$ cat src/rtl/ioc_pkg.sv
package ioc_pkg;

	// ------------------------------------------------------------
	// register map
	// ------------------------------------------------------------
	localparam int ADDR_W = 4;
	localparam logic [ADDR_W-1:0] ADR_CTRL = 4'h0;
	localparam logic [ADDR_W-1:0] ADR_SHIFT = 4'h4;
	localparam logic [ADDR_W-1:0] ADR_STAT = 4'h8;
	localparam logic [ADDR_W-1:0] ADR_DLY = 4'hC;

	// ------------------------------------------------------------
	// control fields
	// ------------------------------------------------------------
	localparam int CTRL_W = 10;
	localparam int C_DDR = 0;
	localparam int C_EDGE = 1;
	localparam int C_MEM = 2;
	localparam int C_DIFF = 3;
	localparam int C_CLKIN = 4;
	localparam int C_STSEL = 5;
	localparam int C_SETVAL = 6;
	localparam int C_GEAR = 7;
	localparam int C_DYNDLY = 8;
	localparam int C_STRB = 9;
	localparam logic [CTRL_W-1:0] CTRL_RST = 10'h000;
	localparam int CTRL_LO_W = 8;

	// ------------------------------------------------------------
	// write clock shift and input delay
	// ------------------------------------------------------------
	localparam int SHIFT_W = 8;
	localparam int SHIFT_INV = 7;
	localparam logic [SHIFT_W-1:0] SHIFT_RST = 8'h00;
	localparam int SHIFT_STEP_PS = 25;
	localparam int CLK_PERIOD_PS = 10000;
	localparam int WCLK_TAPS = 4;
	localparam int DLY_W = 4;
	localparam int DLY_TAPS = 16;
	localparam logic [DLY_W-1:0] DLY_RST = 4'h0;
	localparam int DLL_W = 7;

	// ------------------------------------------------------------
	// output gearing phases
	// ------------------------------------------------------------
	typedef enum logic [1:0] {PH_POSA, PH_NEGA, PH_POSB, PH_NEGB} ioc_phase_t;

endpackage

$ cat src/rtl/ioc_pair.sv
// The Wishbone register port and the placing of the registers were chosen for this implementation.
`timescale 1ns/1ps
// Function
// - pair holds two cells, each driving pad data and enable, reading pad
// - two cells joinable as differential pair, cell 1 complements cell 0
// - bypass input skips registers, separate from clock path output
// - captured input delivered on four core ports per cell
// - core output on four ports; at strobe pad negB drives tristate
// - clock enable gates input and output block flops
// - register blocks clocked by system clock
// - one mux picks edge clock a or b for whole cell
// - memory mode captures DDR input with shifted read strobe
// - polarity input picks system clock edge for DDR domain transfer; SDR transfer stays on the rising edge
// - gear latch enable loads gearing flop selectively
// - 4-bit dynamic input delay code selects input delay
// - output gearing uses two write clocks 90 degrees apart
// - strobe write clock drives only strobe pad output and tristate
// - shift bits 6:0 move write clocks in 25ps steps, 128 steps; here all 128 fall below one core period and stay on tap zero
// - shift bit 7 inverts the shifted write clock
// - static 8-bit shift setting chosen by a config bit
// - cell receives 7-bit delay code from delay-locked loop
// - capture valid flag tells core input data is captured
// - preamble detect from raw strobe, high when tristated, to logic and core
// - clock input cell routes pad onto clock path output
// - SDR tristate control taken from core tristate input
// - DDR input sampled on rising and falling capture edges
// - SDR input registered on system clock
module ioc_pair #(
	parameter int DLY_TAPS = ioc_pkg::DLY_TAPS,
	parameter int WCLK_TAPS = ioc_pkg::WCLK_TAPS,
	parameter int STROBE_IDX = 1
) (
	input wire logic core_clk,
	input wire logic reset,
	input wire logic cyc_i,
	input wire logic stb_i,
	input wire logic we_i,
	input wire logic [ioc_pkg::ADDR_W-1:0] adr_i,
	input wire logic [3:0] sel_i,
	input wire logic [31:0] dat_i,
	output logic [31:0] dat_o,
	output logic ack_o,
	input wire logic sysClk,
	input wire logic edgeClkA,
	input wire logic edgeClkB,
	input wire logic shiftedReadStrobe,
	input wire logic writeClk0,
	input wire logic writeClk1,
	input wire logic strobeWriteClk,
	input wire logic rawStrobeIn,
	input wire logic clkEn,
	input wire logic localSetReset,
	input wire logic globalSetResetN,
	input wire logic syncClkPolarity,
	input wire logic gearLatchEnable,
	input wire logic [ioc_pkg::DLY_W-1:0] inDelayCode,
	input wire logic [ioc_pkg::SHIFT_W-1:0] writeClkShift,
	input wire logic [ioc_pkg::DLL_W-1:0] dllDelayCode,
	input wire logic [1:0] padIn,
	output logic [1:0] padOutData,
	output logic [1:0] padOeCtrl,
	output logic [1:0] inBypass,
	output logic [1:0] inClockPath,
	output logic [1:0] inPosA,
	output logic [1:0] inNegA,
	output logic [1:0] inPosB,
	output logic [1:0] inNegB,
	input wire logic [1:0] outPosA,
	input wire logic [1:0] outNegA,
	input wire logic [1:0] outPosB,
	input wire logic [1:0] outNegB,
	input wire logic [1:0] tristateIn,
	output logic [1:0] captureValid,
	output logic preambleDetect
);
	import ioc_pkg::*;

	localparam int SYNC_W = 13 + DLY_W + SHIFT_W + DLL_W + 12;
	localparam int WT_W = $clog2(WCLK_TAPS);
	localparam int DT_W = $clog2(DLY_TAPS);

	// ------------------------------------------------------------
	// input synchronisers
	// ------------------------------------------------------------
	// every input but reset and the Wishbone port crosses; globalSetResetN and rawStrobeIn inverted so reset reads idle
	logic [SYNC_W-1:0] syncQ;
	logic [1:0] sTs, sONb, sOPb, sONa, sOPa, sPad;
	logic [DLL_W-1:0] sDll;
	logic [SHIFT_W-1:0] sWshift;
	logic [DLY_W-1:0] sDly;
	logic sGsr, sLsr, sCe, sPol, sLat, sRawN;
	logic sSwc, sWc1, sWc0, sDqsr, sEb, sEa, sSys;

	ioc_sync #(
		.W(SYNC_W)
	) u_sync (
		.clk(core_clk),
		.reset(reset),
		.d({tristateIn, outNegB, outPosB, outNegA, outPosA, padIn,
			dllDelayCode, writeClkShift, inDelayCode, ~globalSetResetN,
			localSetReset, clkEn, syncClkPolarity, gearLatchEnable,
			~rawStrobeIn, strobeWriteClk, writeClk1, writeClk0,
			shiftedReadStrobe, edgeClkB, edgeClkA, sysClk}),
		.q(syncQ)
	);

	assign {sTs, sONb, sOPb, sONa, sOPa, sPad, sDll, sWshift, sDly, sGsr,
		sLsr, sCe, sPol, sLat, sRawN, sSwc, sWc1, sWc0, sDqsr, sEb, sEa,
		sSys} = syncQ;

	// ------------------------------------------------------------
	// register file
	// ------------------------------------------------------------
	logic [CTRL_W-1:0] ctrl_r;
	logic [SHIFT_W-1:0] shift_r;
	logic [DLY_W-1:0] dly_r;
	logic ack_r;
	logic [31:0] rdat_r;
	logic [31:0] rdat_nxt;
	logic wbHit, wbWr;
	logic [1:0] valid;
	logic prmb_r;
	logic [SHIFT_W-1:0] effShift;

	assign wbHit = cyc_i & stb_i & ~ack_r;
	assign wbWr = cyc_i & stb_i & we_i & ack_r; // lands on the ack edge
	assign ack_o = ack_r;
	assign dat_o = rdat_r;

	always_ff @(posedge core_clk) begin
		if (reset) begin
			ack_r <= 1'b0;
		end else begin
			ack_r <= wbHit;
		end
	end

	always_ff @(posedge core_clk) begin
		if (reset) begin
			ctrl_r <= CTRL_RST;
			shift_r <= SHIFT_RST;
			dly_r <= DLY_RST;
		end else if (wbWr) begin
			if (adr_i == ADR_CTRL && sel_i[0]) begin
				ctrl_r[CTRL_LO_W-1:0] <= dat_i[CTRL_LO_W-1:0];
			end
			if (adr_i == ADR_CTRL && sel_i[1]) begin
				ctrl_r[CTRL_W-1:CTRL_LO_W] <= dat_i[CTRL_W-1:CTRL_LO_W];
			end
			if (adr_i == ADR_SHIFT && sel_i[0]) begin
				shift_r <= dat_i[SHIFT_W-1:0];
			end
			if (adr_i == ADR_DLY && sel_i[0]) begin
				dly_r <= dat_i[DLY_W-1:0];
			end
		end
	end

	always_comb begin
		case (adr_i)
			ADR_CTRL: rdat_nxt = 32'(ctrl_r);
			ADR_SHIFT: rdat_nxt = 32'(shift_r);
			ADR_STAT: rdat_nxt = {9'h000, sDll, effShift, 5'h00, prmb_r,
				valid};
			ADR_DLY: rdat_nxt = 32'(dly_r);
			default: rdat_nxt = 32'h00000000;
		endcase
	end

	always_ff @(posedge core_clk) begin
		if (reset) begin
			rdat_r <= 32'h00000000;
		end else if (wbHit) begin
			rdat_r <= we_i ? 32'h00000000 : rdat_nxt;
		end
	end

	// ------------------------------------------------------------
	// clock edge detection
	// ------------------------------------------------------------
	logic sysPrev_r, capPrev_r, capClk;
	logic sysRise, sysFall, capRise, capFall, xferTick;
	logic cellClr, setVal;

	// one mux for the whole pair, strobe replaces it in memory mode
	assign capClk = ctrl_r[C_MEM] ? sDqsr :
		(ctrl_r[C_EDGE] ? sEb : sEa);
	assign sysRise = sSys & ~sysPrev_r;
	assign sysFall = ~sSys & sysPrev_r;
	assign capRise = capClk & ~capPrev_r;
	assign capFall = ~capClk & capPrev_r;
	assign xferTick = sPol ? sysFall : sysRise;
	assign cellClr = sLsr | sGsr;
	assign setVal = ctrl_r[C_SETVAL];

	always_ff @(posedge core_clk) begin
		if (reset) begin
			sysPrev_r <= 1'b0;
			capPrev_r <= 1'b0;
		end else begin
			sysPrev_r <= sSys;
			capPrev_r <= capClk;
		end
	end

	// ------------------------------------------------------------
	// preamble detect
	// ------------------------------------------------------------
	// pad bias holds an idle strobe high; a low level opens a read
	logic armed_r, capArm;

	always_ff @(posedge core_clk) begin
		if (reset) begin
			prmb_r <= 1'b1;
			armed_r <= 1'b0;
		end else begin
			prmb_r <= ~sRawN;
			if (!ctrl_r[C_MEM]) begin
				armed_r <= 1'b0;
			end else if (!prmb_r) begin
				armed_r <= 1'b1;
			end
		end
	end

	assign capArm = ~ctrl_r[C_MEM] | armed_r;
	assign preambleDetect = prmb_r;

	// ------------------------------------------------------------
	// write clock shift
	// ------------------------------------------------------------
	// steps below one core period collapse onto tap zero
	logic [WT_W-1:0] wTap;
	logic [WCLK_TAPS-1:0] wc0Line_r, wc1Line_r, swcLine_r;
	logic wInv, w0, w1, ws, w0Prev_r, w1Prev_r, wsPrev_r;
	logic w0Rise, w0Fall, w1Rise, w1Fall, wsRise, wsFall;
	int shiftCyc;

	assign effShift = ctrl_r[C_STSEL] ? shift_r : sWshift;
	assign wInv = effShift[SHIFT_INV];

	always_comb begin
		shiftCyc = int'(effShift[SHIFT_INV-1:0]) * SHIFT_STEP_PS /
			CLK_PERIOD_PS;
		if (shiftCyc > WCLK_TAPS - 1) begin
			wTap = WT_W'(WCLK_TAPS - 1);
		end else begin
			wTap = WT_W'(shiftCyc);
		end
	end

	always_ff @(posedge core_clk) begin
		if (reset) begin
			wc0Line_r <= '0;
			wc1Line_r <= '0;
			swcLine_r <= '0;
		end else begin
			wc0Line_r <= {wc0Line_r[WCLK_TAPS-2:0], sWc0 ^ wInv};
			wc1Line_r <= {wc1Line_r[WCLK_TAPS-2:0], sWc1 ^ wInv};
			swcLine_r <= {swcLine_r[WCLK_TAPS-2:0], sSwc ^ wInv};
		end
	end

	assign w0 = wc0Line_r[wTap];
	assign w1 = wc1Line_r[wTap];
	assign ws = swcLine_r[wTap];

	always_ff @(posedge core_clk) begin
		if (reset) begin
			w0Prev_r <= 1'b0;
			w1Prev_r <= 1'b0;
			wsPrev_r <= 1'b0;
		end else begin
			w0Prev_r <= w0;
			w1Prev_r <= w1;
			wsPrev_r <= ws;
		end
	end

	assign w0Rise = w0 & ~w0Prev_r;
	assign w0Fall = ~w0 & w0Prev_r;
	assign w1Rise = w1 & ~w1Prev_r;
	assign w1Fall = ~w1 & w1Prev_r;
	assign wsRise = ws & ~wsPrev_r;
	assign wsFall = ~ws & wsPrev_r;

	// ------------------------------------------------------------
	// io cells
	// ------------------------------------------------------------
	logic [1:0] padQ, oeQ;

	for (genvar i = 0; i < 2; i++) begin : g_cell
		logic [DLY_TAPS-1:0] dlyLine_r;
		logic [DT_W-1:0] dTap;
		logic dIn, isStrobe;
		logic byp_r, ck_r, capPos_r, capNeg_r, gearPos_r, gearNeg_r;
		logic xPa_r, xNa_r, xPb_r, xNb_r, newCap_r, valid_r;
		logic oPa_r, oNa_r, oPb_r, oNb_r, ts_r, pad_r, oe_r;
		logic wLoad;
		ioc_phase_t phase;

		assign dTap = DT_W'(ctrl_r[C_DYNDLY] ? sDly : dly_r);
		assign dIn = dlyLine_r[dTap];
		assign isStrobe = (i == STROBE_IDX) && ctrl_r[C_STRB];

		always_ff @(posedge core_clk) begin
			if (reset) begin
				dlyLine_r <= '0;
				byp_r <= 1'b0;
				ck_r <= 1'b0;
			end else begin
				dlyLine_r <= {dlyLine_r[DLY_TAPS-2:0], sPad[i]};
				byp_r <= sPad[i];
				ck_r <= ctrl_r[C_CLKIN] & sPad[i];
			end
		end

		// capture stage on the selected edge clock
		always_ff @(posedge core_clk) begin
			if (reset) begin
				capPos_r <= 1'b0;
				capNeg_r <= 1'b0;
				gearPos_r <= 1'b0;
				gearNeg_r <= 1'b0;
			end else if (cellClr) begin
				capPos_r <= setVal;
				capNeg_r <= setVal;
				gearPos_r <= setVal;
				gearNeg_r <= setVal;
			end else if (ctrl_r[C_DDR] && sCe && capArm) begin
				if (capRise) begin
					capPos_r <= dIn;
				end
				if (capFall) begin
					capNeg_r <= dIn;
				end
				if (ctrl_r[C_GEAR] && capRise && sLat) begin
					gearPos_r <= capPos_r;
					gearNeg_r <= capNeg_r;
				end
			end
		end

		// set wins over the clear of a transfer
		always_ff @(posedge core_clk) begin
			if (reset || cellClr) begin
				newCap_r <= 1'b0;
			end else if (ctrl_r[C_DDR] && sCe && capArm && capFall) begin
				newCap_r <= 1'b1;
			end else if (xferTick && sCe) begin
				newCap_r <= 1'b0;
			end
		end

		// transfer into the system clock domain
		always_ff @(posedge core_clk) begin
			if (reset) begin
				xPa_r <= 1'b0;
				xNa_r <= 1'b0;
				xPb_r <= 1'b0;
				xNb_r <= 1'b0;
				valid_r <= 1'b0;
			end else if (cellClr) begin
				xPa_r <= setVal;
				xNa_r <= setVal;
				xPb_r <= setVal;
				xNb_r <= setVal;
				valid_r <= 1'b0;
			end else if (!ctrl_r[C_DDR] && sysRise && sCe) begin
				xPa_r <= dIn;
				valid_r <= 1'b1;
			end else if (ctrl_r[C_DDR] && xferTick && sCe) begin
				xPa_r <= capPos_r;
				xNa_r <= capNeg_r;
				xPb_r <= ctrl_r[C_GEAR] & gearPos_r;
				xNb_r <= ctrl_r[C_GEAR] & gearNeg_r;
				valid_r <= newCap_r;
			end
		end

		// output and tristate registers on the system clock
		always_ff @(posedge core_clk) begin
			if (reset) begin
				oPa_r <= 1'b0;
				oNa_r <= 1'b0;
				oPb_r <= 1'b0;
				oNb_r <= 1'b0;
				ts_r <= 1'b1;
			end else if (cellClr) begin
				oPa_r <= setVal;
				oNa_r <= setVal;
				oPb_r <= setVal;
				oNb_r <= setVal;
				ts_r <= 1'b1;
			end else if (sysRise && sCe) begin
				oPa_r <= sOPa[i];
				oNa_r <= sONa[i];
				oPb_r <= sOPb[i];
				oNb_r <= sONb[i];
				ts_r <= isStrobe ? sONb[i] : sTs[i];
			end
		end

		// gearing phase from the shifted write clocks
		always_comb begin
			wLoad = 1'b0;
			phase = PH_POSA;
			if (isStrobe) begin
				wLoad = wsRise | wsFall;
				phase = wsRise ? PH_POSA : PH_NEGA;
			end else if (ctrl_r[C_GEAR]) begin
				wLoad = w0Rise | w1Rise | w0Fall | w1Fall;
				if (w0Rise) begin
					phase = PH_POSA;
				end else if (w1Rise) begin
					phase = PH_NEGA;
				end else if (w0Fall) begin
					phase = PH_POSB;
				end else begin
					phase = PH_NEGB;
				end
			end else begin
				wLoad = w0Rise | w0Fall;
				phase = w0Rise ? PH_POSA : PH_NEGA;
			end
		end

		always_ff @(posedge core_clk) begin
			if (reset) begin
				pad_r <= 1'b0;
				oe_r <= 1'b0;
			end else if (cellClr) begin
				pad_r <= setVal;
				oe_r <= 1'b0;
			end else if (!ctrl_r[C_DDR]) begin
				if (sysRise && sCe) begin
					pad_r <= sOPa[i];
					oe_r <= ~sTs[i];
				end
			end else if (wLoad && sCe) begin
				oe_r <= ~ts_r;
				case (phase)
					PH_POSA: pad_r <= oPa_r;
					PH_NEGA: pad_r <= oNa_r;
					PH_POSB: pad_r <= oPb_r;
					PH_NEGB: pad_r <= oNb_r;
					default: pad_r <= oPa_r;
				endcase
			end
		end

		assign padQ[i] = pad_r;
		assign oeQ[i] = oe_r;
		assign inBypass[i] = byp_r;
		assign inClockPath[i] = ck_r;
		assign inPosA[i] = xPa_r;
		assign inNegA[i] = xNa_r;
		assign inPosB[i] = xPb_r;
		assign inNegB[i] = xNb_r;
		assign valid[i] = valid_r;
	end

	assign captureValid = valid;

	// ------------------------------------------------------------
	// pad drivers and differential pairing
	// ------------------------------------------------------------
	logic [1:0] padOut_r, padOe_r;

	always_ff @(posedge core_clk) begin
		if (reset) begin
			padOut_r <= 2'h0;
			padOe_r <= 2'h0;
		end else begin
			padOut_r[0] <= padQ[0];
			padOe_r[0] <= oeQ[0];
			padOut_r[1] <= ctrl_r[C_DIFF] ? ~padQ[0] : padQ[1];
			padOe_r[1] <= ctrl_r[C_DIFF] ? oeQ[0] : oeQ[1];
		end
	end

	assign padOutData = padOut_r;
	assign padOeCtrl = padOe_r;
endmodule

$ cat src/rtl/ioc_sync.sv
`timescale 1ns/1ps
module ioc_sync #(
	parameter int W = 1
) (
	input wire logic clk,
	input wire logic reset,
	input wire logic [W-1:0] d,
	output logic [W-1:0] q
);
	logic [W-1:0] meta_r;

	// ------------------------------------------------------------
	// two-stage synchroniser
	// ------------------------------------------------------------
	// first stage is read by the second stage only
	always_ff @(posedge clk) begin
		if (reset) begin
			meta_r <= '0;
			q <= '0;
		end else begin
			meta_r <= d;
			q <= meta_r;
		end
	end
endmodule
$ cat config.mk
export PLATFORM = sky130hd
export DESIGN_NAME = ioc_pair
export DESIGN_NICKNAME = d
export VERILOG_FILES = /design/src/rtl/ioc_pkg.sv /design/src/rtl/ioc_pair.sv /design/src/rtl/ioc_sync.sv
export SDC_FILE = /design/constraint.sdc
export NUM_CORES = 1
export LEC_CHECK = 0
export BUFFER_PORTS_ARGS = -buffer_cell sky130_fd_sc_hd__buf_2
export CAP_MARGIN = 20
export CORE_MARGIN = 4
export CORE_UTILIZATION = 49
export CTS_CLUSTER_DIAMETER = 120
export DETAILED_ROUTE_END_ITERATION = 12
export PLACE_DENSITY = 0.77
export SLEW_MARGIN = 10
export SYNTH_ARGS = -nofsm -noshare
export SYNTH_HDL_FRONTEND = slang
export SYNTH_SLANG_ARGS = --single-unit
export TNS_END_PERCENT = 5
$ cat constraint.sdc
create_clock -name core_clk -period 4.4 [get_ports core_clk]
set_input_delay 1.32 -clock core_clk [delete_from_list [all_inputs] [get_ports core_clk]]
set_output_delay 1.32 -clock core_clk [all_outputs]
set_load 0.05 [all_outputs]
After elaboration in Yosys (flattened, before gate mapping)
Index checks and enable logic that the tools add are counted.
- register bits: 234
- bits in latches: 0
- bits in writable memories: 0
- ROM bits: 0
- input port bits: 89
- output and inout bits: 52
- word-level logic and storage cells: 286
- memories: 0
- add/sub/neg operators: 0
- multipliers: 1
- divide/modulo/power cells: 1
- $lt $le $gt $ge: 3
- eq/ne operators: 14
- shift operators: 0
- muxes and demuxes: 112
- bitwise logic cells: 50
- reductions and logical operators: 47
- operators with widths (kind ; count):
    $mux W1 ; 96
    $pmux W23 S4 ; 1
    $div A32 B15 Y32 const B ; 1
    $gt A32 B3 Y1 const B ; 1
    $mux W32 ; 1
    $reduce_and A2 Y1 ; 12
    $and A1 B1 Y1 ; 20
    $not A1 Y1 ; 20
    $reduce_bool A2 Y1 ; 9
    $logic_and A1 B1 Y1 ; 17
    $mul A7 B5 Y12 const B ; 1
    $mux W2 ; 5
    $bmux W1 S4 ; 2
    $eq A2 B2 Y1 const B ; 4
    $eq A4 B4 Y1 const B ; 2
    $mux W8 ; 1
    $pmux W1 S4 ; 2
    $or A1 B1 Y1 ; 7
    $bmux W1 S2 ; 3
    $ne A3 B1 Y1 const B ; 2
    $reduce_bool A3 Y1 ; 2
    $lt A4 B5 Y1 const B ; 1
    $eq A2 B1 Y1 const B ; 2
    $eq A4 B3 Y1 const B ; 1
    10 further kinds ; 15

Depth between registers and ports, before layout
Gate-level depths: netlist (run 1).
- depth after elaboration: 19
- mapped depth: 8

Cells and area by module
A second synthesis (run 1) with hierarchy kept.
- cells, all modules: 737
- area, all modules: 7701.1 µm²
- modules (own cells, without submodules) (module ; times used ; cells each ; area an instance (µm²) ; seq. area each (µm²)):
    ioc_pair ; 1 ; 552 ; 5328.9 ; 2522.4
    ioc_sync ; 1 ; 185 ; 2372.3 ; 1761.7

Worst setup path after synthesis (run 1)
No wires, ideal clock.
- path kind: input-to-reg
- start point: input port stb_i
- end point: register rdat_r[12], in the netlist dat_o[12]
- arrival time: 2.645 ns
- slack: 1.689 ns
- cell stages on the path: 7
- path buffers: 1
- cells stage by stage: nand3b_1 > or4_1 > nor2_1 > and2_1 > buf_2 > a22oi_1 > nor2_1
- cells in the longest elaborated chain, start to end: 2
- ends and longest elaborated chain (element ; RTL line ; source):
    from (decl) ; ioc_pair.sv:36 ; input wire logic stb_i,
    $and A1 B1 Y1 (2 in a row) ; ioc_pair.sv:125 ; assign wbHit = cyc_i & stb_i & ~ack_r;
    to (signal assigned) ; ioc_pair.sv:174 ; rdat_r <= we_i ? 32'h00000000 : rdat_nxt;
    to (decl) ; ioc_pair.sv:118 ; logic [31:0] rdat_r;
No other way between the ends.
A chain may end at the register's enable or synchronous reset.

Worst setup path in the final report (run 1)
- start point: input port stb_i
- end point: register rdat_r[10], in the netlist dat_o[10]
The elaborated chain is that of the path after synthesis.

==> run metrics, run 1 <==
via/cell ratio=between 4 and 5; Rel. slew slack=28.1%; Yosys top cell area share=a little under three fifths; DRC=0; setup tns final=0 ns; GR Layer Usage met2=between 20% and 30%; M3 GR Usage=under 10%; P per Cell Area=about 470 mW/mm²; CTS Root Cell=clkbuf_16; 1st-pass router iterations=4; R2R Setup Slk=1.83 ns; diode count=0; via count=just over 5,000; final wirelength=roughly 15,000 µm; Rows=45; Non-Filler Cell Area, Final=0.00898 mm²; die area=0.0177 mm²; clk buf depth=3; Routed Antenna Nets=0; WP data required=approximately 4.8 ns; layout cell share with drive strength beyond 1=about a fifth; initial core utilization=50.3%; DPL Wire Length=around 10,000 µm; core area=between 0.015 and 0.02 mm²; final hold vios=0; average wire per standard cell=~15 µm; Slew Viols, Final=0; Setup-failing EPs final=0; IO buf count=approximately 110; CTS resizes=0; total CTS buffers=21; Worst Path Arrival=3.20 ns; I/O Pins=between 100 and 150; cell taking the most area after synthesis=dfxtp_1; crit-path max FO=26; Max Clock Skew=~0.016 ns; most frequent cells in the layout=214 x dfxtp_1, 126 x nor2b_1, 106 x buf_2; CTS sink cnt=214; CTS tree=done; All-Layer GR Usage=16.7%; Async SR Flop Fraction=0%; gr busiest metal=met2; Yosys cell types=56; Final GP Congestion=about 0.81; pin count of the biggest net entering global routing=78; worst slew pin tran=roughly 1.1 ns; number of max-cap violations=0; reg2reg path depth=5; Fmax achieved=360 MHz; worst setup path start=stb_i; cell count after synthesis=around 730; startpoint types=primary input; final worst path period share=a little over three fifths; Avg Cell Area, Syn=between 10 and 15 µm²; dpl ws=1.17 ns; Final WS setup=about 1.6 ns; H-tree levels=1; clock-pin slew on the worst setup and hold paths=0.06 ns; vias in the first global route=around 4,800; Fillers=roughly 1,200; 1st-iter DRT viols=277; gr ovfl total=0; post-synthesis cell area=between 0.007 and 0.008 mm²; EDFF count, synth=0; first-pass GRT wire length=approximately 24,000 µm; Yosys reg bits=~210; Die H=around 130 µm; HP Class=reg -> reg; worst hold slack=between 0.3 and 0.4 ns; most common cell after layout, fill and taps aside=dfxtp_1; initial antenna violation count=0; Hold Buf Count CTS=0; VDD IR max=0.362 mV; Yosys warnings=0; r2r endpoint=g_cell[0].xPa_r; Top FF cell, synth=dfxtp_1; crit path capture=dat_o[10]; clk_lat worst skew=between 0.4 and 0.5 ns; M1 GR Usage=between 20 and 25%; Syn-to-layout area delta=17.1%; sequential area share after synthesis=between 50 and 60%; RSZ-0062 raised after global routing=no; postcts setup bufs=0; Net count, final=between 900 and 1,000; CP Class=in -> reg; Die W=around 130 µm; post-layout min period=~2.8 ns; leading post-synthesis cells by cell area=dfxtp_1 56%, nor2b_1 10%, mux2i_1 6.7%; r2r startpoint=ctrl_r[8]; Crit. End Element=register; outcome=finished, final reports clean; Post-Place Cell Area=approximately 0.008 mm²; leak pwr=roughly 3.8 nW
through the flow:
step | power [W] | utilization, % | cells
2_1_floorplan | 0.00223 | - | 742
3_3_place_gp | 0.00228 | 53.8 | 1000
3_5_place_dp | 0.00228 | 53.8 | 1000
4_1_cts | 0.00423 | 58.9 | 1038
5_1_grt | 0.00433 | 58.9 | 1038
6_report | 0.00418 | 58.9 | 1038
worst max-delay path, cell delays in order:
cell      delay (ns)
buf_2           0.10
nand3b_1        0.07
buf_4           0.23
or4_1           0.48
nor2_1          0.20
and2_1          0.49
a22oi_1         0.15
nor2_1          0.15
Yosys cell counts, drive strengths merged, types with 5 or more instances:
library cell and n:
a31oi 13, nand2 29, a22oi 25, mux4 7, nand3 8, buf 31, dfxtp 214, mux2i 51
a211oi 9, nor2 76, nor3 7, a21oi 18, mux2 14, clkbuf 34, inv 10, nand2b 5
nor2b 126
registers in the layout, summed over array words and instances (netlist names), 4 cells and up:
signal            flops
u_sync.q             44
ctrl_r               10
dat_o                23
dly_r                 4
u_sync.meta_r        44
shift_r               8
g_cell.dlyLine_r     32
power breakdown:
group          switching (W)  internal [W]  leakage (nW)
clock network       0.000720       0.00123         0.377
registers          0.0000251       0.00200          1.75
logic               0.000135     0.0000817          1.63
total               0.000879       0.00330          3.75
final cells by class:
cell class                      count  area (µm²)  area share [%]
Timing Repair Buffer              112         592            6.59
Inverter                           10        37.5           0.418
Clock buffer                       25         571            6.35
Clock inverter                     13         203            2.26
Sequential cell                   214        4280            47.7
Tap cell                          211         264            2.94
Multi-Input combinational cell    453        3030            33.8
cell families after synthesis:
group / share of synthesized area [%]
AOI/OAI and AO/OA: 8.11
other: 0.0489
xor gates and xnor gates: 0.457
and+or+nand+nor: 19.1
adders and majority gates: 0.489
muxes: 10.9
DFF: 55.8
buffers and inverters: 5.07
worst min-delay path by stage:
stage	startpoint	endpoint	slack, ns	cells after the start
after detailed placement	u_sync.q[7]	preambleDetect	0.37	1
after CTS	u_sync.q[7]	preambleDetect	0.38	1
after global routing	u_sync.q[7]	preambleDetect	0.40	1
final	u_sync.q[7]	preambleDetect	0.38	1
after floorplan	u_sync.q[7]	preambleDetect	0.36	1
after global placement	u_sync.q[7]	preambleDetect	0.36	1
per-layer routing:
| metal | share of wire [%] | wire length (µm) | vias to the layer above |
|---|---|---|---|
| met5 | 0 | 0 | - |
| met4 | 2.1 | 319 | 0 |
| met3 | 5.3 | 801 | 27 |
| met2 | 47 | 7140 | 123 |
| met1 | 45 | 6810 | 2334 |
| li1 | - | - | 2611 |
No activity file was read; power rests on OpenSTA's default activity.
==> run 2, diff against run 1 <==
==> constraint.sdc (replaced) <==
create_clock -name core_clk -period 2.6 [get_ports core_clk]
set_input_delay 0.78 -clock core_clk [delete_from_list [all_inputs] [get_ports core_clk]]
set_output_delay 0.78 -clock core_clk [all_outputs]
set_load 0.05 [all_outputs]
==> run 2 against run 1 <==
  * First-iteration DRC count grew 35%
  * Die area did not move
  * Non-clock buffer count rose by 13
  * Via count is 1.3% higher
==> run metrics, run 2 (synthesized netlist as in run 1, its figures left out) <==
hold-critical path depth=1 (unchanged); outcome=finished, final reports clean; Fmax achieved=471 MHz; clk_lat worst skew=0.50 ns (about the same); r2r endpoint=g_cell[1].capNeg_r; final worst path period share=between 80% and 90%; number of max-cap violations=0 (unchanged); vias in the first global route=4,898 (+2.4%); total CTS buffers=22 (+4.8%); H-tree levels=1 (unchanged); crit-path max FO=10 (-62%); Setup-failing EPs final=0 (unchanged); clk buf depth=3 (unchanged); Top Registers=u_sync.meta_r (44), u_sync.q (44), g_cell.dlyLine_r (32); Post-Place Cell Area=0.00830 mm² (+1.1%); CP peak stage delay=0.48 ns (about the same); Design Power=0.00668 W (+60%); Slowest cell on crit path=dfxtp_1; IO buf count=107 (unchanged); Core Util, Final=58.8% (-0.090 points); Net count, final=918 (+1.5%); Rows=45 (unchanged); Die H=133 µm (unchanged); startpoint types=register; Syn-to-layout area delta=16.9%; post-layout min period=about 2.1 ns; Non-Filler Cell Area, Final=0.00897 mm² (-0.15%); critical-path cell list=mux2_4 -> mux4_1 -> a22oi_1 -> and3_1 -> a221oi_1; most common cell after layout, fill and taps aside=dfxtp_1; Die W=133 µm (unchanged); CP Class=reg -> reg; gr ovfl total=0 (unchanged); Hold Buf Count CTS=0 (unchanged); worst slew pin tran=0.917 ns (-0.162 ns); layout cell share with drive strength beyond 1=21.7% (+0.51 points); 1st-pass router iterations=4 (unchanged); Worst Path Arrival=2.44 ns (-0.76 ns); R2R Setup Slk=0.48 ns (-1.35 ns); WP data required=2.92 ns (-1.90 ns); DPL Wire Length=10,700 µm (+5.2%); CTS Root Cell=clkbuf_16; I/O Pins=141 (unchanged); setup tns final=0 ns (unchanged); Multi-input gate area=0.00303 mm² (-0.12%); final wirelength=15,400 µm (+2.4%); 1st-iter DRT viols=374 (+35%); initial antenna violation count=0 (unchanged); diode count=0 (unchanged); Final GP Congestion=0.828 (+2.3%); r2r startpoint=ctrl_r[8]; All-Layer GR Usage=16.9% (+0.27 points); initial core utilization=50.3% (unchanged); Bufs and invs on worst path=0 (-2); via count=5,161 (+1.3%); die area=0.0177 mm² (unchanged); final hold vios=0 (unchanged); Crit. End Element=register; CTS sink cnt=214 (unchanged); most frequent cells in the layout=214 x dfxtp_1, 126 x nor2b_1, 106 x buf_2; CTS resizes=0 (unchanged); hold path endpoint=preambleDetect; Reg area=0.00428 mm² (unchanged); min-delay src=u_sync.q[7]; CTS tree=done; reg2reg path depth=5 (unchanged); Rel. slew slack=38.8% (+11 points); Slew Viols, Final=0 (unchanged); HP Class=reg -> reg; Routed Antenna Nets=0 (unchanged); postcts setup bufs=0 (unchanged); first-pass GRT wire length=24,700 µm (+1.3%); critical path's top delay family=multiplexers; via/cell ratio=4.91 (about the same); core area=0.0153 mm² (unchanged); P per Cell Area=745 mW/mm² (+60%); RSZ-0062 raised after global routing=no; Max Clock Skew=0.0198 ns (+0.00375 ns); clock-pin slew on the worst setup and hold paths=0.06 ns (about the same); DRC=0 (unchanged); leak pwr=3.77 nW (+0.39%); VDD IR max=0.539 mV (+49%); Fillers=1,289 (+3.7%); pin count of the biggest net entering global routing=122 (+56%); average wire per standard cell=14.7 µm (+1.1%)
## run 2: changes by cell type in the layout (fill, tap and decap cells not counted)
cell,before,now
clkinv_8,0,1
inv_6,2,1
clkinvlp_4,2,1
buf_4,4,17
clkinv_2,4,6
clkbuf_16,21,22
clkbuf_1,1,6
mux2i_2,1,0
bufinv_16,5,1
mux2i_1,50,51
clkbuf_8,3,0
## run 2: power breakdown
part | switching, W | internal [W] | leakage [nW] | total [W]
combinational | 0.000231 | 0.000140 | 1.69 | 0.000371
clock | 0.00122 | 0.00167 | 0.327 | 0.00289
sequential | 0.0000420 | 0.00338 | 1.75 | 0.00342
total | 0.00149 | 0.00519 | 3.77 | 0.00668
## run 2: layout make-up
type | instances | share of cell area, %
Timing Repair Buffer | 125 | 7.69
Multi-Input combinational cell | 453 | 33.8
Inverter | 10 | 0.419
Clock buffer | 28 | 6.39
Clock inverter | 10 | 1.03
Sequential cell | 214 | 47.8
Tap cell | 211 | 2.94
## run 2: worst reg2reg max path: stages, from the launching register on
cell,delay (ns)
dfxtp_1,0.48
mux2_4,0.42
mux4_1,0.48
a22oi_1,0.14
and3_1,0.30
a221oi_1,0.13
## run 2: worst max-delay path by stage
stage	endpoint	depth (start not counted)	startpoint	slack [ns]
detailed placement	dat_o[21]	7	we_i	0.29
global route	g_cell[1].capNeg_r	5	ctrl_r[8]	0.37
global placement	dat_o[15]	7	we_i	0.35
floorplan	dat_o[12]	7	stb_i	0.43
finish	g_cell[1].capNeg_r	5	ctrl_r[8]	0.48
CTS	g_cell[0].xPa_r	5	ctrl_r[8]	0.50
## run 2: per-layer routing
layer,global-route usage [%],part of all wire (%)
met1,23.3,46
met2,27.2,46
met3,2.79,4.5
met4,5.83,3.0
met5,0,0
## run 2: metrics by stage
stage / setup slack (ns) / cells / hold slack (ns)
global placement: 0.346 / 1013 / 0.362
floorplan: 0.429 / 742 / 0.356
CTS: 0.499 / 1051 / 0.389
detailed placement: 0.286 / 1013 / 0.376
finish: 0.479 / 1051 / 0.384
global route: 0.372 / 1051 / 0.413
